**src/rtl/lcsel_regs.vh**
```
// register map, field positions and source codes of the logic cell input source select
// Function
// unimplemented bits 15, 11, 7 and 3 read as zero and ignore writes.
// bits 14-12 select channel four; code 100 routes the charge time unit trigger.
// code 101 drives constant high on channels four and three.
// channel four 011 picks SPI serial data in, 010 comparator 3, per instance.
// channel four 000 routes pin B, 001 the other cell's output.
// bits 10-8 select channel three; 111 capture/compare three, 110 capture/compare two.
// channel three 100 UART receive, 011 SPI data out, 010 comparator 2, per instance.
// channel three 000 routes pin A, 001 the cell's own output.
// channel two and one at bits 6-4, 2-0; all read/write, reset zero.
`ifndef LCSEL_REGS_VH
`define LCSEL_REGS_VH
`define LCSEL_ADDR_SEL      4'h0
`define LCSEL_SEL_MASK      16'h7777
`define LCSEL_SEL_RESET     16'h0000
`define LCSEL_CH4_LSB       12
`define LCSEL_CH3_LSB       8
`define LCSEL_CH2_LSB       4
`define LCSEL_CH1_LSB       0
`define LCSEL_SRC_CODE0     3'h0
`define LCSEL_SRC_CODE1     3'h1
`define LCSEL_SRC_CODE2     3'h2
`define LCSEL_SRC_CODE3     3'h3
`define LCSEL_SRC_CODE4     3'h4
`define LCSEL_SRC_HIGH      3'h5
`define LCSEL_SRC_CODE6     3'h6
`define LCSEL_SRC_CODE7     3'h7
`define LCSEL_RESP_OKAY     2'h0
`define LCSEL_RESP_SLVERR   2'h2
`endif

```
**src/rtl/lcsel_mux8.v**
```verilog
// eight-to-one source multiplexer for one data channel
module lcsel_mux8 (
    input  wire       aclk,
    input  wire       aresetn,
    input  wire [2:0] sel,
    input  wire [7:0] src,
    output reg        chan_q
);
    // registered so the cell input is glitch free while the selector changes
    always @(posedge aclk) begin
        if (!aresetn) begin
            chan_q <= 1'b0;
        end else begin
            chan_q <= src[sel];
        end
    end
endmodule

```
**src/rtl/lcsel_top.v**
```verilog
// logic cell input source select with AXI4-Lite register slave
`include "lcsel_regs.vh"
module lcsel_top #(
    parameter INSTANCE = 1
) (
    input  wire        aclk,
    input  wire        aresetn,
    input  wire [3:0]  s_axi_awaddr,
    input  wire        s_axi_awvalid,
    output reg         s_axi_awready,
    input  wire [31:0] s_axi_wdata,
    input  wire [3:0]  s_axi_wstrb,
    input  wire        s_axi_wvalid,
    output reg         s_axi_wready,
    output reg  [1:0]  s_axi_bresp,
    output reg         s_axi_bvalid,
    input  wire        s_axi_bready,
    input  wire [3:0]  s_axi_araddr,
    input  wire        s_axi_arvalid,
    output reg         s_axi_arready,
    output reg  [31:0] s_axi_rdata,
    output reg  [1:0]  s_axi_rresp,
    output reg         s_axi_rvalid,
    input  wire        s_axi_rready,
    input  wire        ext_input_pin_a,
    input  wire        ext_input_pin_b,
    input  wire        peer_cell_out,
    input  wire        own_cell_out,
    input  wire        capture_compare_one_evt,
    input  wire        capture_compare_two_evt,
    input  wire        capture_compare_three_evt,
    input  wire        charge_time_unit_trig,
    input  wire        adc_done_evt,
    input  wire        uart_rx,
    input  wire        uart_tx,
    input  wire        serial_data_in_line,
    input  wire        serial_data_out_line,
    input  wire        comparator_one_out,
    input  wire        comparator_two_out,
    input  wire        comparator_three_out,
    input  wire        single_cc_four_evt,
    input  wire        single_cc_five_evt,
    input  wire        fast_osc_clk,
    input  wire        slow_osc_clk,
    input  wire        sec_osc_clk,
    input  wire        sys_cycle_clk,
    output wire        chan4_data,
    output wire        chan3_data,
    output wire        chan2_data,
    output wire        chan1_data,
    output reg  [15:0] input_source_select
);
    // INSTANCE only documents which peripheral copy is wired in; the codes match
    reg  [15:0] sel_q;
    reg  [15:0] sel_d;
    reg  [3:0]  aw_addr_q;
    reg  [31:0] w_data_q;
    reg  [3:0]  w_strb_q;
    reg         aw_have_q;
    reg         w_have_q;
    reg  [21:0] sync1_q;
    reg  [21:0] sync2_q;
    wire [21:0] raw_in;
    wire [7:0]  src4;
    wire [7:0]  src3;
    wire [7:0]  src2;
    wire [7:0]  src1;

    function is_sel_addr;
        input [3:0] a;
        begin
            is_sel_addr = (a == `LCSEL_ADDR_SEL);
        end
    endfunction

    // every outside source is asynchronous to aclk: two-flop synchronise all
    assign raw_in = {ext_input_pin_a, ext_input_pin_b, peer_cell_out, own_cell_out,
                     capture_compare_one_evt, capture_compare_two_evt, capture_compare_three_evt,
                     charge_time_unit_trig, adc_done_evt, uart_rx, uart_tx, serial_data_in_line,
                     serial_data_out_line, comparator_one_out, comparator_two_out,
                     comparator_three_out, single_cc_four_evt, single_cc_five_evt,
                     fast_osc_clk, slow_osc_clk, sec_osc_clk, sys_cycle_clk};
    always @(posedge aclk) begin
        if (!aresetn) begin
            sync1_q <= 22'h000000;
            sync2_q <= 22'h000000;
        end else begin
            sync1_q <= raw_in;
            sync2_q <= sync1_q;
        end
    end

    // slow clocks sampled here are only usable well below aclk/2
    assign src4 = {sync2_q[15], sync2_q[16], 1'b1, sync2_q[14],
                   sync2_q[10], sync2_q[6], sync2_q[19], sync2_q[20]};
    assign src3 = {sync2_q[15], sync2_q[16], 1'b1, sync2_q[12],
                   sync2_q[9], sync2_q[7], sync2_q[18], sync2_q[21]};
    assign src2 = {sync2_q[16], sync2_q[17], 1'b1, sync2_q[13],
                   sync2_q[11], sync2_q[8], sync2_q[19], sync2_q[20]};
    assign src1 = {sync2_q[4], sync2_q[5], 1'b1, sync2_q[3],
                   sync2_q[2], sync2_q[1], sync2_q[0], sync2_q[21]};

    lcsel_mux8 u_ch4 (
        .aclk    (aclk),
        .aresetn (aresetn),
        .sel     (sel_q[`LCSEL_CH4_LSB +: 3]),
        .src     (src4),
        .chan_q  (chan4_data)
    );
    lcsel_mux8 u_ch3 (
        .aclk    (aclk),
        .aresetn (aresetn),
        .sel     (sel_q[`LCSEL_CH3_LSB +: 3]),
        .src     (src3),
        .chan_q  (chan3_data)
    );
    lcsel_mux8 u_ch2 (
        .aclk    (aclk),
        .aresetn (aresetn),
        .sel     (sel_q[`LCSEL_CH2_LSB +: 3]),
        .src     (src2),
        .chan_q  (chan2_data)
    );
    lcsel_mux8 u_ch1 (
        .aclk    (aclk),
        .aresetn (aresetn),
        .sel     (sel_q[`LCSEL_CH1_LSB +: 3]),
        .src     (src1),
        .chan_q  (chan1_data)
    );

    // write merge with byte strobes; reserved bits forced to zero
    always @* begin
        sel_d = sel_q;
        if (w_strb_q[0]) begin
            sel_d[7:0] = w_data_q[7:0];
        end
        if (w_strb_q[1]) begin
            sel_d[15:8] = w_data_q[15:8];
        end
        sel_d = sel_d & `LCSEL_SEL_MASK;
    end

    always @(posedge aclk) begin
        if (!aresetn) begin
            sel_q               <= `LCSEL_SEL_RESET;
            input_source_select <= `LCSEL_SEL_RESET;
            aw_have_q           <= 1'b0;
            w_have_q            <= 1'b0;
            aw_addr_q           <= 4'h0;
            w_data_q            <= 32'h00000000;
            w_strb_q            <= 4'h0;
            s_axi_awready       <= 1'b0;
            s_axi_wready        <= 1'b0;
            s_axi_bvalid        <= 1'b0;
            s_axi_bresp         <= `LCSEL_RESP_OKAY;
            s_axi_arready       <= 1'b0;
            s_axi_rvalid        <= 1'b0;
            s_axi_rdata         <= 32'h00000000;
            s_axi_rresp         <= `LCSEL_RESP_OKAY;
        end else begin
            input_source_select <= sel_q;
            s_axi_awready <= !aw_have_q && !s_axi_awready && !s_axi_bvalid;
            s_axi_wready  <= !w_have_q && !s_axi_wready && !s_axi_bvalid;
            if (s_axi_awvalid && s_axi_awready) begin
                aw_have_q     <= 1'b1;
                aw_addr_q     <= s_axi_awaddr;
                s_axi_awready <= 1'b0;
            end
            if (s_axi_wvalid && s_axi_wready) begin
                w_have_q     <= 1'b1;
                w_data_q     <= s_axi_wdata;
                w_strb_q     <= s_axi_wstrb;
                s_axi_wready <= 1'b0;
            end
            if (aw_have_q && w_have_q && !s_axi_bvalid) begin
                aw_have_q    <= 1'b0;
                w_have_q     <= 1'b0;
                s_axi_bvalid <= 1'b1;
                if (is_sel_addr(aw_addr_q)) begin
                    sel_q       <= sel_d;
                    s_axi_bresp <= `LCSEL_RESP_OKAY;
                end else begin
                    s_axi_bresp <= `LCSEL_RESP_SLVERR;
                end
            end
            if (s_axi_bvalid && s_axi_bready) begin
                s_axi_bvalid <= 1'b0;
            end
            s_axi_arready <= !s_axi_arready && !s_axi_rvalid;
            if (s_axi_arvalid && s_axi_arready) begin
                s_axi_arready <= 1'b0;
                s_axi_rvalid  <= 1'b1;
                if (is_sel_addr(s_axi_araddr)) begin
                    s_axi_rdata <= {16'h0000, sel_q & `LCSEL_SEL_MASK};
                    s_axi_rresp <= `LCSEL_RESP_OKAY;
                end else begin
                    s_axi_rdata <= 32'h00000000;
                    s_axi_rresp <= `LCSEL_RESP_SLVERR;
                end
            end
            if (s_axi_rvalid && s_axi_rready) begin
                s_axi_rvalid <= 1'b0;
            end
        end
    end
endmodule

```
**config.mk**
```make
export PLATFORM = sky130hd
export DESIGN_NAME = lcsel_top
export DESIGN_NICKNAME = d
export VERILOG_FILES = /design/src/rtl/lcsel_mux8.v /design/src/rtl/lcsel_top.v
export VERILOG_INCLUDE_DIRS = /design/src /design/src/rtl
export SDC_FILE = /design/constraint.sdc
export NUM_CORES = 1
export LEC_CHECK = 0
export ABC_AREA = 1
export BUFFER_PORTS_ARGS = -buffer_cell sky130_fd_sc_hd__buf_2
export CORE_ASPECT_RATIO = 1.25
export CORE_MARGIN = 2
export CORE_UTILIZATION = 47
export CTS_CLUSTER_DIAMETER = 200
export DETAILED_ROUTE_END_ITERATION = 10
export GPL_TIMING_DRIVEN = 0
export HOLD_SLACK_MARGIN = 0.12
export MAX_ROUTING_LAYER = met4
export PLACE_DENSITY = 0.75
export SYNTH_ARGS = -nofsm -noshare
export SYNTH_HDL_FRONTEND = slang
export SYNTH_HIERARCHICAL = 1
export SYNTH_SLANG_ARGS = --single-unit
```
**constraint.sdc**
```tcl
create_clock -name aclk -period 2.6 [get_ports aclk]
set_clock_uncertainty 0.2 [all_clocks]
set_input_delay 0.52 -clock aclk [delete_from_list [all_inputs] [get_ports aclk]]
set_output_delay 0.52 -clock aclk [all_outputs]
set_load 0.05 [all_outputs]
```
Word level (Yosys, flattened, before mapping)
Cells that the tools add are included.
{"block": "word_totals", "regBits": 136, "in_bits": 73, "word_cells": 67}
{"block": "classes", "order_cmp": 4, "mux": 11, "n_bitwise": 1, "reduce_logical": 29}
{"cell": "< comparator 3 x 4 -> 1 bit, second input constant", "n": 4}
{"cell": "2-to-1 mux 15 bit", "n": 1}
{"cell": "binary-select mux 1 bit (select 3 bit)", "n": 4}
{"cell": "logical AND 1 bit", "n": 12}
{"cell": "OR reduction 2 bit", "n": 6}
{"cell": "logical NOT 4 bit", "n": 2}
{"cell": "logical NOT 1 bit", "n": 7}
{"cell": "AND reduction 3 bit", "n": 2}
{"cell": "2-to-1 mux 1 bit", "n": 4}
{"cell": "2-to-1 mux 2 bit", "n": 2}
{"cell": "inverter 1 bit", "n": 1}

Logic depth before layout (Yosys ltp)
Gate-level depths: netlist (run 1).
{"block": "logic_depth", "depth_word": 3, "depth_mapped": 7, "depth_no_buf": 6}

Hierarchy
Netlist (run 1), hierarchy kept.
{"mod": "lcsel_top", "instances": 1, "cells_each": 441, "area_per_inst_um2": 3646.0}
{"mod": "lcsel_mux8", "instances": 4, "cells_each": 28, "area_per_inst_um2": 127.6}

Worst setup path before layout (run 1)
OpenSTA, ideal clock, no wires.
{"block": "synth_timing", "path_type": "register to register", "from": "reg s_axi_arready", "to": "reg s_axi_rresp[1]", "t_arrival_ps": 1232, "required_time_ps": 2284, "path_slack_ps": 1052, "stages_incl_launch_ff": 5, "n_path_buf": 1, "synth_period_minus_slack_ps": 1548, "cell_sequence": "dfxtp_1 -> nand2_1 -> nor2_2 -> buf_4 -> nor2_1"}
{"block": "synth_between", "elab_chain_len": 1}
{"item": "start, declared", "line": "lcsel_top.v:20", "text": "output reg s_axi_arready,"}
{"item": "start signal, assigned", "line": "lcsel_top.v:190", "text": "s_axi_arready <= !s_axi_arready && !s_axi_rvalid;"}
{"item": "logical AND 1 bit", "line": "lcsel_top.v:191", "text": "if (s_axi_arvalid && s_axi_arready) begin"}
{"item": "end signal, assigned", "line": "lcsel_top.v:160", "text": "s_axi_rresp <= `LCSEL_RESP_OKAY;"}
{"item": "end signal, assigned", "line": "lcsel_top.v:196", "text": "s_axi_rresp <= `LCSEL_RESP_OKAY;"}
{"item": "end signal, assigned", "line": "lcsel_top.v:199", "text": "s_axi_rresp <= `LCSEL_RESP_SLVERR;"}
{"item": "end, declared", "line": "lcsel_top.v:22", "text": "output reg [1:0] s_axi_rresp,"}
No other way between the ends.
A chain may end at the register's enable or synchronous reset.

Worst setup path in the final report (run 1)
{"block": "layout_timing", "from": "reg s_axi_wready", "to": "out s_axi_wready"}
{"item": "start, declared", "line": "lcsel_top.v:14", "text": "output reg s_axi_wready,"}
{"item": "start signal, assigned", "line": "lcsel_top.v:164", "text": "s_axi_wready <= !w_have_q && !s_axi_wready && !s_axi_bvalid;"}
No word-level cell between the ends.

==> results of run 1 <==
[through the flow]
stage          worst slack, ps  std cells  utilization, %  total power (µW)  hold WS (ps)
2_1_floorplan             1050        581               -              2110           190
5_1_grt                    789        801            58.1              3290           130
4_1_cts                    824        801            58.1              3170           122
3_5_place_dp               941        786            55.9              2200           195
3_3_place_gp               930        786            55.9              2190           197
6_report                   833        801            58.1              3150           123
[power by group]
part / internal [µW] / total, µW / switching, µW
Sequential: 1760 / 1790 / 26.5
Combinational: 118 / 369 / 251
Clock: 445 / 994 / 549
[cells in the mapped netlist (6+ instances only)]
master	instances	share of area (%)
a21oi_1	22	2.6
buf_2	8	0.96
buf_4	32	5.8
dfxtp_1	111	53
inv_1	111	10
inv_2	7	0.63
nand2_1	138	12
nand3_1	45	5.4
nor2_1	41	3.7
nor2_2	6	0.90
o21ai_0	21	2.5
[final cells by class]
| cell class | count | area [µm²] | share of cell area [%] |
|---|---|---|---|
| Clock buffer | 10 | 128 | 2.54 |
| Buffer | 42 | 288 | 5.73 |
| Tap cell | 120 | 150 | 2.99 |
| Multi-Input combinational cell | 310 | 1310 | 26.1 |
| Inverter | 118 | 443 | 8.82 |
| Clock inverter | 5 | 58.8 | 1.17 |
| Timing Repair Buffer | 85 | 425 | 8.47 |
| Sequential cell | 111 | 2220 | 44.2 |
[registers in the layout (all words and copies together) (netlist names), 2 cells and up]
register / cells
input_source_select: 12
w_strb_q: 2
sync1_q: 22
aw_addr_q: 4
s_axi_rdata: 12
sel_q: 12
w_data_q: 12
sync2_q: 22
[path summary, 6_finish.rpt]
check	start	slack, ps	endpoint	cells after the start
min reg2reg	sync1_q[16]	220	sync2_q[16]	2
max	s_axi_wready	830	s_axi_wready	1
max reg2reg	w_have_q	1180	sel_q[6]	5
min	s_axi_rready	120	s_axi_rvalid	2
[cells by family after synthesis]
family	after synthesis	share of synthesized area, %
compound gates	43	5.18
buf+inv	160	17.6
flops	111	53.5
simple gates	237	23.6
other cells	2	0.181
[routing by layer]
layer / GRT usage [%] / part of all wire (%)
met3: 3.41 / 5.3
met2: 33.2 / 51
met1: 19.1 / 42
met4: 5.52 / 1.4
met5: - / 0
==> metrics.md, run 1 <==
| Metric | Value |
|---|---|
| GPL Wtd Cong | `0.792` |
| Power Density | `628 nW/µm²` |
| All-layer global routing usage | `17.9%` |
| CTS buffer count | `9` |
| Period minus WS final | `1770 ps` |
| P_leak | `0.00287 µW` |
| Final setup viols | `0` |
| Async S/R FF share, synth | `0%` |
| Port bufs | `85` |
| Fillers | `852` |
| Post-detail-place hpwl | `6.09 mm` |
| N_diodes | `0` |
| Vias | `around 3.4k` |
| Setup Crit Path Kind | `reg2out` |
| CP Buf/Inv Count | `1` |
| Tightest Hold Check Type | `in2reg` |
| Worst-path cell with the longest stage delay | `dfxtp_1` |
| CTS tree | `built` |
| Top_reg_cell synth | `dfxtp_1` |
| Die W | `88.1 µm` |
| Crit. End Element | `output pin` |
| # Post-CTS Setup Buffers | `0` |
| Global route overflow | `0` |
| RSZ-0062 raised after global routing | `false` |
| Largest net degree at the start of global routing | `18` |
| Area post-placement | `4840 µm²` |
| Run status | `complete, no violations` |
| Peak supply drop | `0.405 mV` |
| Max-cap violations | `0` |
| Tcrit/Tclk final | `67.9%` |
| Vias in the first global route | `3135` |
| Layout area overhead | `20.9%` |
| EDFF count, synth | `0` |
| # nets final | `750` |
| CP Cell Sequence | `buf_2` |
| Antenna violation net count after detailed routing | `0` |
| Vias per cell | `4.28` |
| Clock sinks | `approximately 110` |
| Startpoint Class | `register` |
| Drt first pass iters | `5` |
| Avg Cell Area, Syn | `approximately 7.5 µm²` |
| Max incr delay on CP | `approximately 400 ps` |
| WP data arrival | `1050 ps` |
| Crit-path max FO | `4` |
| Clk_lat worst skew | `360 ps` |
| # hold bufs at CTS | `0` |
| Max Transition Viols Final | `0` |
| Die height | `109 µm` |
| Commonest cells after routing, fill and taps aside | `nand2_1, inv_1, dfxtp_1, buf_2, nand3_1` |
| Final Hold Viols | `0` |
| Yosys cell types | `18` |
| Setup_tns | `0 ps` |
| Register area share after synthesis | `53.5%` |
| Num ports | `134` |
| Yosys warnings | `6` |
| Finished layout cell area | `5020 µm²` |
| Yosys reg bits | `111` |
| Longest Clk Path Bufs | `2` |
| CTS resizes | `0` |
| Cell count after synthesis | `553` |
| Post-Syn Area | `approximately 4200 µm²` |
| DRT iter0 DRCs | `122` |
| DRC Markers | `0` |
| Initial Util | `48.0%` |
| CP top delay family | `flip-flops` |
| Site row count | `38` |
| Max Fclk | `566 MHz` |
| Die area | `9620 µm²` |
| Initial antenna violation count | `0` |
| Proportion of layout cells with a drive suffix above 1 | `a little under a quarter` |
| First-pass GRT wire length | `13.1 mm` |
| CP required | `1880 ps` |
| H-tree levels | `3` |
| Placeable Area | `roughly 8700 µm²` |
| Commonest non-fill, non-tap cell in the layout | `nand2_1` |
| Drt wl/cell | `9.91 µm` |
| Clock Pin Slew Worst Setup and Hold Paths | `100 ps` |
| Clk root buf | `clkbuf_8` |
| Drt total wl | `7.93 mm` |
No activity file was read; power rests on OpenSTA's default activity.
==> run 2: changes to the inputs <==
==> constraint.sdc (replaced) <==
create_clock -name aclk -period 1.66 [get_ports aclk]
set_clock_uncertainty 0.2 [all_clocks]
set_input_delay 0.332 -clock aclk [delete_from_list [all_inputs] [get_ports aclk]]
set_output_delay 0.332 -clock aclk [all_outputs]
set_load 0.05 [all_outputs]
==> metrics.md, run 2 (synthesis gave the netlist of run 1 again) <==
| Metric | Value |
|---|---|
| Register area | `2220 µm²` |
| H-tree levels | `3` |
| Startpoint Class | `register` |
| Clock Pin Slew Worst Setup and Hold Paths | `90 ps` |
| Vias | `3630` |
| Clk_lat worst skew | `about 370 ps` |
| # hold bufs at CTS | `49` |
| Setup Crit Path Kind | `reg2out` |
| First-pass GRT wire length | `14.3 mm` |
| CP Cell Sequence | `buf_2` |
| RSZ-0062 raised after global routing | `false` |
| Drt first pass iters | `4` |
| Setup_tns | `0 ps` |
| Crit. End Element | `output pin` |
| Crit-path max FO | `4` |
| Die height | `109 µm` |
| Reg2Reg Depth | `5` |
| Clock Power Share | `30.8%` |
| Post-detail-place hpwl | `6.09 mm` |
| Clk root buf | `clkbuf_8` |
| Die W | `88.1 µm` |
| Max Fclk | `632 MHz` |
| Final Hold Viols | `0` |
| DRT iter0 DRCs | `132` |
| Global route overflow | `0` |
| Total Power | `approximately 5000 µW` |
| Period minus WS final | `around 1600 ps` |
| Max incr delay on CP | `400 ps` |
| P_leak | `around 0.0031 µW` |
| Tcrit/Tclk final | `between 90% and 100%` |
| CTS buffer count | `9` |
| Internal power | `3720 µW` |
| Num ports | `134` |
| Fillers | `778` |
| Die area | `about 9600 µm²` |
| DRC Markers | `0` |
| Net Sw Frac | `26.1%` |
| Initial antenna violation count | `0` |
| Port bufs | `85` |
| Peak supply drop | `~0.65 mV` |
| Power Density | `913 nW/µm²` |
| R2R setup slack | `between 200 and 250 ps` |
| RR Endpoint | `sel_q[6]` |
| HP Start | `s_axi_arvalid` |
| Drt wl/cell | `10.4 µm` |
| Vias per cell | `between 4 and 5` |
| Final setup viols | `0` |
| GPL Wtd Cong | `0.792` |
| Number of cells on the worst hold path | `4` |
| Tightest Hold Check Type | `in2reg` |
| # Post-CTS Setup Buffers | `0` |
| Top Registers | `sync1_q: 22 flops, sync2_q: 22 flops` |
| Critical path startpoint | `s_axi_wready` |
| All-layer global routing usage | `19.7%` |
| Layout area overhead | `32.7%` |
| Vias in the first global route | `3428` |
| CTS tree | `built` |
| CP required | `between 1000 and 1500 ps` |
| CP top delay family | `flip-flops` |
| FF-to-FF Start | `aw_have_q` |
| WP data arrival | `1050 ps` |
| Antenna violation net count after detailed routing | `0` |
| Max Transition Viols Final | `0` |
| Comb power frac | `between 10% and 20%` |
| Max-cap violations | `0` |
| Drt total wl | `~8.8 mm` |
| Switch Pwr | `approximately 1300 µW` |
| Commonest cells after routing, fill and taps aside | `nand2_1, inv_1, dfxtp_1, buf_2, dlygate4sd3_1` |
| Placeable Area | `8650 µm²` |
| Worst-path cell with the longest stage delay | `dfxtp_1` |
| Run status | `complete, no violations` |
| Final core occ | `63.7%` |
| Clock sinks | `111` |
| Multi-input logic area | `1310 µm²` |
| Longest Clk Path Bufs | `2` |
| # nets final | `799` |
| Worst Hold End | `s_axi_rdata[0]` |
| Initial Util | `48.0%` |
| N_diodes | `0` |
| Commonest non-fill, non-tap cell in the layout | `nand2_1` |
| Largest net degree at the start of global routing | `18` |
| CTS resizes | `0` |
| CP Buf/Inv Count | `1` |
| Proportion of layout cells with a drive suffix above 1 | `a little over a fifth` |
| Sequential Power Share | `55.8%` |
| Site row count | `38` |
## run 2: cell types whose count changed in the layout (fill, tap and decap cells not counted), sizes merged
cell,delta
dlygate4sd3,+49
## run 2: how the worst max path moves through the flow
| stage | end | slack [ps] | cells after the start |
|---|---|---|---|
| detailed placement | w_data_q[14] | 190 | 4 |
| floorplan | s_axi_rresp[1] | 110 | 4 |
| CTS | s_axi_wready | 70 | 1 |
| global route | w_data_q[10] | 0.7 | 6 |
| global placement | w_strb_q[1] | 180 | 4 |
| finish | s_axi_wready | 80 | 1 |
## run 2: power groups by stage
stage	Sequential, µW	Combinational, µW	Clock (µW)
6_report	2810	674	1550
5_1_grt	2820	742	1690
4_1_cts	2810	668	1590
3_5_place_dp	2870	577	0
3_3_place_gp	2860	571	0
2_1_floorplan	2910	392	0
## run 2: routing by layer
| metal | part of all wire, % | GRT usage, % | up-vias |
|---|---|---|---|
| met3 | 4.3 | 3.56 | 17 |
| li1 | - | - | 1927 |
| met5 | 0 | - | - |
| met4 | 2.1 | 6.60 | 0 |
| met2 | 53 | 37.9 | 98 |
| met1 | 41 | 19.7 | 1588 |
## run 2: final cells by class
| type | instances | share of cell area [%] |
|---|---|---|
| Sequential cell | 111 | 40.3 |
| Multi-Input combinational cell | 310 | 23.7 |
| Timing Repair Buffer | 134 | 16.6 |
| Inverter | 118 | 8.03 |
| Buffer | 42 | 5.22 |
| Tap cell | 120 | 2.72 |
| Clock buffer | 10 | 2.31 |
| Clock inverter | 5 | 1.07 |
## run 2: through the flow
stage	setup WS [ps]	cells	cell area, µm²	hold WS, ps
after CTS	72.1	850	5510	133
after detailed placement	189	786	4840	195
after global placement	178	786	4840	197
after global routing	0.705	850	5510	161
final	77.3	850	5510	133
after floorplan	112	581	4260	190
## run 2: worst min-delay path: cells and delay by family
| kind | cells | cell delay [ps] |
|---|---|---|
| buffers and inverters | 1 | 70 |
| AND/OR/NAND/NOR | 3 | 250 |
